<file path="src/rtl/nv_store_defines.svh">
// register map, field positions, reset values and timing counts of the byte store
`ifndef NV_STORE_DEFINES_SVH
`define NV_STORE_DEFINES_SVH

// ------------------------------------------------------------
// register byte offsets
// ------------------------------------------------------------
`define NV_CONTROL_OFS 8'h00
`define NV_BYTE_POINTER_OFS 8'h04
`define NV_BYTE_VALUE_OFS 8'h08
`define NV_IRQ_STATUS_OFS 8'h0C
`define NV_IRQ_MASK_OFS 8'h10

// ------------------------------------------------------------
// control field positions
// ------------------------------------------------------------
`define NV_READ_GO_BIT 0
`define NV_WRITE_GO_BIT 1
`define NV_WRITE_ARM_BIT 2
`define NV_READY_IRQ_ENABLE_BIT 3

// ------------------------------------------------------------
// event bits in status and mask
// ------------------------------------------------------------
`define NV_EV_WRITE_DONE 0
`define NV_EV_ARM_LAPSED 1
`define NV_EV_READ_DONE 2
`define NV_EV_COUNT 3

// ------------------------------------------------------------
// sizes, reset values and timing
// ------------------------------------------------------------
`define NV_DEPTH 512
`define NV_ADDR_W 9
`define NV_POINTER_RESET 9'h000
`define NV_MASK_RESET 3'h0
`define NV_ARM_WINDOW_CYCLES 3'h4
`define NV_READ_STALL_CYCLES 3'h4
`define NV_WRITE_STALL_CYCLES 3'h2
`define NV_WRITE_OSC_CYCLES 27072
`define NV_WRITE_TIME_NS 3300000
`define NV_CLK_PERIOD_NS 8
`define NV_WRITE_CYCLES (`NV_WRITE_TIME_NS / `NV_CLK_PERIOD_NS)

`endif

</file>
<file path="src/rtl/nv_store_pkg.sv">
// types shared by the byte store controller
package nv_store_pkg;

  // ------------------------------------------------------------
  // write engine states
  // ------------------------------------------------------------
  typedef enum logic [0:0] {
    ST_IDLE = 1'b0,
    ST_WRITING = 1'b1
  } nv_state_t;

  // ------------------------------------------------------------
  // captured bus address phase
  // ------------------------------------------------------------
  typedef struct packed {
    logic valid;
    logic write;
    logic [7:0] addr;
  } ahb_phase_t;

  // ------------------------------------------------------------
  // pending write: location and byte
  // ------------------------------------------------------------
  typedef struct packed {
    logic [8:0] addr;
    logic [7:0] data;
  } nv_write_t;

endpackage

</file>
<file path="src/rtl/eeprom_byte_access.sv">
// byte-wide nonvolatile store controller with an ahb-lite register port
`timescale 1ns/1ns
`include "nv_store_defines.svh"

module eeprom_byte_access
  import nv_store_pkg::*;
#(
  parameter int WRITE_CYCLES = `NV_WRITE_CYCLES
) (
  input wire logic hclk,
  input wire logic hresetn,
  input wire logic hsel,
  input wire logic [31:0] haddr,
  input wire logic [1:0] htrans,
  input wire logic hwrite,
  input wire logic [2:0] hsize,
  input wire logic hready,
  input wire logic [31:0] hwdata,
  output logic hreadyout,
  output logic hresp,
  output logic [31:0] hrdata,
  input wire logic selfprog_active,
  input wire logic global_irq_enable,
  output logic nv_ready_irq,
  output logic irq
);

  // ------------------------------------------------------------
  // storage and state
  // ------------------------------------------------------------
  logic [7:0] mem [0:`NV_DEPTH-1];
  ahb_phase_t ap_r;
  nv_state_t state_r;
  nv_write_t pend_r;
  logic [`NV_ADDR_W-1:0] pointer_r;
  logic [7:0] value_r;
  logic ready_en_r;
  logic [2:0] arm_cnt_r;
  logic [2:0] stall_cnt_r;
  logic [19:0] wr_cnt_r;
  logic [`NV_EV_COUNT-1:0] status_r;
  logic [`NV_EV_COUNT-1:0] mask_r;
  logic [31:0] hrdata_r;

  // ------------------------------------------------------------
  // bus decode
  // ------------------------------------------------------------
  wire logic busy = (state_r == ST_WRITING);
  wire logic arm_active = (arm_cnt_r != 3'h0);
  wire logic addr_take = hsel && hready && htrans[1];
  wire logic do_access = ap_r.valid && (stall_cnt_r == 3'h0);
  wire logic do_write = do_access && ap_r.write;
  wire logic ctrl_wr = do_write && (ap_r.addr == `NV_CONTROL_OFS);
  wire logic ptr_wr = do_write && (ap_r.addr == `NV_BYTE_POINTER_OFS);
  wire logic val_wr = do_write && (ap_r.addr == `NV_BYTE_VALUE_OFS);
  wire logic stat_wr = do_write && (ap_r.addr == `NV_IRQ_STATUS_OFS);
  wire logic mask_wr = do_write && (ap_r.addr == `NV_IRQ_MASK_OFS);

  // ------------------------------------------------------------
  // control strobes
  // ------------------------------------------------------------
  // arming only counts when go is written zero in the same access
  wire logic arm_set = ctrl_wr && hwdata[`NV_WRITE_ARM_BIT] &&
                       !hwdata[`NV_WRITE_GO_BIT];
  // go needs a live arm, an idle engine and no self-programming
  wire logic go_start = ctrl_wr && hwdata[`NV_WRITE_GO_BIT] && arm_active &&
                        !busy && !selfprog_active;
  wire logic rd_go = ctrl_wr && hwdata[`NV_READ_GO_BIT] && !busy && !go_start;
  wire logic stall_start = go_start || rd_go;
  wire logic arm_lapse = (arm_cnt_r == 3'h1) && !go_start && !arm_set;
  wire logic write_end = busy && (wr_cnt_r == 20'h00001);
  wire logic [`NV_EV_COUNT-1:0] ev_set = {rd_go, arm_lapse, write_end};

  // the wait states start in the very data phase that triggers them
  assign hreadyout = (stall_cnt_r == 3'h0) && !stall_start;
  assign hresp = 1'b0;
  assign hrdata = hrdata_r;

  // ------------------------------------------------------------
  // read mux, evaluated in the address phase
  // ------------------------------------------------------------
  function automatic logic [31:0] reg_read(input logic [7:0] a);
    case (a)
      `NV_CONTROL_OFS: reg_read = {28'h0000000, ready_en_r, arm_active, busy, 1'b0};
      `NV_BYTE_POINTER_OFS: reg_read = {23'h000000, pointer_r};
      `NV_BYTE_VALUE_OFS: reg_read = {24'h000000, value_r};
      `NV_IRQ_STATUS_OFS: reg_read = {29'h00000000, status_r};
      `NV_IRQ_MASK_OFS: reg_read = {29'h00000000, mask_r};
      default: reg_read = 32'h00000000;
    endcase
  endfunction

  // ------------------------------------------------------------
  // address phase capture and read data
  // ------------------------------------------------------------
  // the phase is dropped once handled so a stall never repeats its effect
  always_ff @(posedge hclk or negedge hresetn) begin
    if (!hresetn) begin
      ap_r <= '0;
      hrdata_r <= 32'h00000000;
    end else if (hreadyout) begin
      ap_r <= '{valid: addr_take, write: hwrite, addr: haddr[7:0]};
      if (addr_take && !hwrite) begin
        hrdata_r <= reg_read(haddr[7:0]);
      end
    end else if (do_access) begin
      ap_r.valid <= 1'b0;
    end
  end

  // ------------------------------------------------------------
  // wait state counter
  // ------------------------------------------------------------
  always_ff @(posedge hclk or negedge hresetn) begin
    if (!hresetn) begin
      stall_cnt_r <= 3'h0;
    end else if (go_start) begin
      stall_cnt_r <= `NV_WRITE_STALL_CYCLES - 3'h1;
    end else if (rd_go) begin
      stall_cnt_r <= `NV_READ_STALL_CYCLES - 3'h1;
    end else if (stall_cnt_r != 3'h0) begin
      stall_cnt_r <= stall_cnt_r - 3'h1;
    end
  end

  // ------------------------------------------------------------
  // arm window
  // ------------------------------------------------------------
  // a consumed arm leaves no trace and a lapsed one only its status event, so a late go is harmless
  always_ff @(posedge hclk or negedge hresetn) begin
    if (!hresetn) begin
      arm_cnt_r <= 3'h0;
    end else if (arm_set) begin
      arm_cnt_r <= `NV_ARM_WINDOW_CYCLES;
    end else if (go_start) begin
      arm_cnt_r <= 3'h0;
    end else if (arm_active) begin
      arm_cnt_r <= arm_cnt_r - 3'h1;
    end
  end

  // ------------------------------------------------------------
  // software registers
  // ------------------------------------------------------------
  always_ff @(posedge hclk or negedge hresetn) begin
    if (!hresetn) begin
      pointer_r <= `NV_POINTER_RESET;
      ready_en_r <= 1'b0;
      mask_r <= `NV_MASK_RESET;
    end else begin
      if (ptr_wr && !busy) begin
        pointer_r <= hwdata[`NV_ADDR_W-1:0];
      end
      if (ctrl_wr) begin
        ready_en_r <= hwdata[`NV_READY_IRQ_ENABLE_BIT];
      end
      if (mask_wr) begin
        mask_r <= hwdata[`NV_EV_COUNT-1:0];
      end
    end
  end

  // value register: bus writes, or the addressed byte on read-go
  always_ff @(posedge hclk or negedge hresetn) begin
    if (!hresetn) begin
      value_r <= 8'h00;
    end else if (rd_go) begin
      value_r <= mem[pointer_r];
    end else if (val_wr) begin
      value_r <= hwdata[7:0];
    end
  end

  // ------------------------------------------------------------
  // write engine
  // ------------------------------------------------------------
  // pointer and value are copied at go, so later bus writes cannot
  // disturb a write in flight
  always_ff @(posedge hclk or negedge hresetn) begin
    if (!hresetn) begin
      state_r <= ST_IDLE;
      pend_r <= '0;
      wr_cnt_r <= 20'h00000;
    end else begin
      case (state_r)
        ST_IDLE: begin
          if (go_start) begin
            state_r <= ST_WRITING;
            pend_r <= '{addr: pointer_r, data: value_r};
            wr_cnt_r <= WRITE_CYCLES[19:0];
          end
        end
        ST_WRITING: begin
          wr_cnt_r <= wr_cnt_r - 20'h00001;
          if (write_end) begin
            state_r <= ST_IDLE;
          end
        end
        default: begin
          state_r <= ST_IDLE;
        end
      endcase
    end
  end

  // the array has no reset: its contents survive a reset
  always_ff @(posedge hclk) begin
    if (write_end) begin
      mem[pend_r.addr] <= pend_r.data;
    end
  end

  // ------------------------------------------------------------
  // event status, write one to clear; a new event beats the clear
  // ------------------------------------------------------------
  always_ff @(posedge hclk or negedge hresetn) begin
    if (!hresetn) begin
      status_r <= '0;
    end else begin
      status_r <= (status_r & ~(stat_wr ? hwdata[`NV_EV_COUNT-1:0] : 3'h0)) | ev_set;
    end
  end

  // ------------------------------------------------------------
  // interrupt outputs
  // ------------------------------------------------------------
  // level ready request: up while its enable and the global enable are set and no write is running
  assign nv_ready_irq = ready_en_r && global_irq_enable && !busy;
  assign irq = |(status_r & mask_r);

endmodule

</file>
<file path="config.mk">
export PLATFORM = sky130hd
export DESIGN_NAME = eeprom_byte_access
export DESIGN_NICKNAME = d
export VERILOG_FILES = /design/src/rtl/nv_store_pkg.sv /design/src/rtl/eeprom_byte_access.sv
export VERILOG_INCLUDE_DIRS = /design/src /design/src/rtl
export SDC_FILE = /design/constraint.sdc
export NUM_CORES = 2
export LEC_CHECK = 0
export BUFFER_PORTS_ARGS = -buffer_cell sky130_fd_sc_hd__buf_2
export CAP_MARGIN = 20
export CORE_ASPECT_RATIO = 1.2
export CORE_MARGIN = 2
export CORE_UTILIZATION = 45
export DETAILED_ROUTE_END_ITERATION = 16
export PLACE_DENSITY = 0.64
export RECOVER_POWER = 100
export SLEW_MARGIN = 20
export SYNTH_ARGS = -nofsm -noshare
export SYNTH_HDL_FRONTEND = slang
export SYNTH_SLANG_ARGS = --single-unit
</file>
<file path="constraint.sdc">
create_clock -name hclk -period 18.07 [get_ports hclk]
set_input_delay 0.9035 -clock hclk [delete_from_list [all_inputs] [get_ports hclk]]
set_output_delay 0.9035 -clock hclk [all_outputs]
set_load 0.05 [all_outputs]
</file>
==> reports/results.ini <==
[cts]
htree_levels=5
root_buffer=clkbuf_16
cts_setup_buffers=0
cts.path.max_buffers=4
cts_sinks=4183
clk_latency_ps=920
cts_tree=yes
cts_buffers=383
path_clk_slew_ps=60

[critical_path]
critPathArrivalTime_ps=12320
critPathSlowestCell=clkbuf_1
startpoint_type=register
endpoint_kind=register
path_common_cell=clkbuf_1
worstPathMaxFanout=117
worst-path-buf-inv=3
cp_top_family=buffers and inverters
critPathMaxStageDelay_ps=4270
required_ps=18640
criticalPathCategory=reg2reg
cp_cell_sequence=clkbuf_1 > clkbuf_1 > buf_4

[yosys]
synth_top_family_by_area=multiplexers
synthCells=8292
syn_area_sq_um=165000
synthArstFlopShare_pct=2.08
synth_fa_ha_area_share_pct=0.0531
synth_simple_gate_area_share_pct=3.14
synth.yosys.warnings=0
synth_edf_count=4096
synth-xor-area-share_pct=0.0159
synthMuxAreaShare_pct=14.5
ys_ff_latch=4183
ys_types=89
syn_area_per_cell_sq_um=19.9
ys.flop_type=edfxtp_1
seq_area_frac_synth_pct=75.9
synth_compound_area_share_pct=3.97

[floorplan]
die_x_um=557
placementRows=243
die-area_sq_um=371000
ios=112
initial_utilization_pct=45.2
die_h_um=667
fp.coreArea_sq_um=365000

[layout]
utilization_pct=49.7
drive_gt1_share_pct=17.2
fin_nets=8466
syn2layout_area_growth_pct=9.97
stdcell_count=13500

[grt]
grt_max_degree=225
overflow=0
grt_use_total_pct=25.0
antenna_found_initial=36
grt_pass1_wl_um=654000
grt_pass1_vias=84400

[timing]
whs_ps=248
max_freq_mhz=85.1
skew_ps=36.4
finalSetupViolations=0
fin_crit_sh_pct=65.0
rsz0062_at_grt=no
finalHoldViolCount=0
maxSlewViolCount=4183
tns_ps=0
worst_slew_pin_slew_ps=10410
min_period_ps=11750
worst_slew_margin_rel_pct=-594

[routing]
ant_nets=0
top_layer=met5
drc=0
vias=85600
wire_per_inst_um=34.8
wl_met1_um=169000
drt_iter0_drc=12400
routed_wl_um=469000
met2_length_um=222000
drtPass1Iterations=8
wl_met3_um=48700
detail_route.vias_per_cell=6.35

[placed_design]
port_buffers=36
hpwlAfterDp_um=274000
placed_cells=12800
place_congestion=0.883

[power]
leakage_nw=44.8
power.total_mw=18.7
vdd_drop_max_mv=0.0766
p_per_area_nw_per_um2=103

[flow_run]
cap_violations=64

[hold_path]
hp-class=in2reg

[outcome]
run_status=complete, but fails checks
violations=max-capacitance violations, max-slew violations

## cell type report
cell class,count,area [sq um]
Fill cell,29000,183000
Sequential cell,4183,125000
Multi-Input combinational cell,3567,35900
Clock buffer,467,10100
Tap cell,4777,5980
Clock inverter,221,2320
Timing Repair Buffer,229,1680
Inverter,19,83.8
Antenna cell,18,45.0
## cell families (layout without fill, tap and decap cells)
logic type / count (synthesis) / in the layout
muxes: 1380 / 1380
xor gates and xnor gates: 3 / 3
DFF: 4183 / 4183
AOI/OAI and AO/OA: 956 / 956
buffers and inverters: 565 / 936
and+or+nand+nor: 1197 / 1197
adders and majority gates: 7 / 7
other: 1 / 42
## stage by stage
step | area, sq um | setup slack, ps
6_report | 181000 | 6320
5_1_grt | 181000 | 6010
4_1_cts | 182000 | 11750
3_5_place_dp | 169000 | 11790
3_3_place_gp | 169000 | 11810
2_1_floorplan | 165000 | 10600
## path summary, 6_finish.rpt
check                          start      endpoint  slack (ps)  depth (start not counted)
max reg2reg                pend_r[5]   mem[278][5]        6320                          3
min                         haddr[1]       ap_r[1]         250                          2
max                        pend_r[5]   mem[278][5]        6320                          3
min reg2reg                hrdata[2]     hrdata[2]         480                          2
min in group asynchronous    hresetn   wr_cnt_r[6]         640                          2
max in group asynchronous    hresetn  pointer_r[3]       12690                          3
## layer usage
metal	up-vias	track usage [%]
met5	-	0
met4	22	13.1
met3	1011	5.24
met2	5074	39.7
met1	45200	32.4
li1	34400	-
## placed cells by master (no fill, tap or decap), drive strengths merged, types with 27 or more instances in the layout
cell type	count
edfxtp	4096
mux4	774
nor2	647
mux2i	572
clkbuf	525
nand2	247
o22ai	170
buf	170
a22oi	164
clkinv	158
a21oi	152
o221ai	118
o21ai	118
dfrtp	87
nand3	84
a31oi	64
nor3	56
bufinv	46
mux2	34
and2	27
## flip-flops by register name, summed over array words and instances (netlist names)
register     flops
status_r         3
wr_cnt_r        20
pend_r          17
ap_r            10
mem           4096
value_r          8
stall_cnt_r      3
pointer_r        9
mask_r           3
arm_cnt_r        3
ready_en_r       1
hrdata           9
busy             1
## synthesized netlist by cell type (7+ instances only)
master | instances | area, sq um
a211oi_1 | 16 | 120
a21o_1 | 8 | 60.1
a21oi_1 | 152 | 761
a221oi_1 | 24 | 210
a22o_1 | 23 | 201
a22oi_1 | 164 | 1230
a31oi_1 | 64 | 400
and2_1 | 25 | 156
and3_1 | 15 | 93.8
buf_1 | 26 | 97.6
buf_12 | 23 | 460
buf_2 | 86 | 430
buf_4 | 54 | 405
buf_6 | 73 | 822
buf_8 | 53 | 796
clkbuf_1 | 223 | 837
dfrtp_1 | 87 | 2180
edfxtp_1 | 4096 | 123000
ha_1 | 7 | 87.6
inv_1 | 16 | 60.1
mux2_2 | 34 | 383
mux2i_1 | 572 | 5730
mux4_1 | 90 | 2360
mux4_2 | 684 | 15400
nand2_1 | 247 | 927
nand2b_1 | 8 | 50.1
nand3_1 | 84 | 420
nand4_1 | 26 | 163
nor2_1 | 646 | 2420
nor2b_1 | 14 | 87.6
nor3_1 | 56 | 280
nor4_1 | 20 | 125
o211ai_1 | 13 | 97.6
o21a_1 | 14 | 105
o21ai_0 | 115 | 576
o221ai_1 | 118 | 1030
o22ai_1 | 169 | 1060
o31ai_1 | 9 | 67.6
or2_2 | 7 | 43.8
or3_1 | 9 | 56.3
## worst register-to-register path, stage by stage (launching register included)
cell	delay, ps
dfrtp_1	1410
clkbuf_1	4310
clkbuf_1	4380
buf_4	1250
## repair_timing
| item | CTS | global route |
|---|---|---|
| resized for setup | 0 | 0 |
| hold endpoints to repair | 16 | 0 |
| hold buffers | 1 | 0 |
## report_power, final
| group | leakage [nW] | internal (mW) | switching, mW |
|---|---|---|---|
| logic | 9.48 | 0.0133 | 0.0328 |
| clock network | 6.09 | 4.64 | 3.53 |
| registers | 29.3 | 10.5 | 0.00489 |
| total | 44.8 | 15.1 | 3.57 |
No activity file was read; power rests on OpenSTA's default activity.
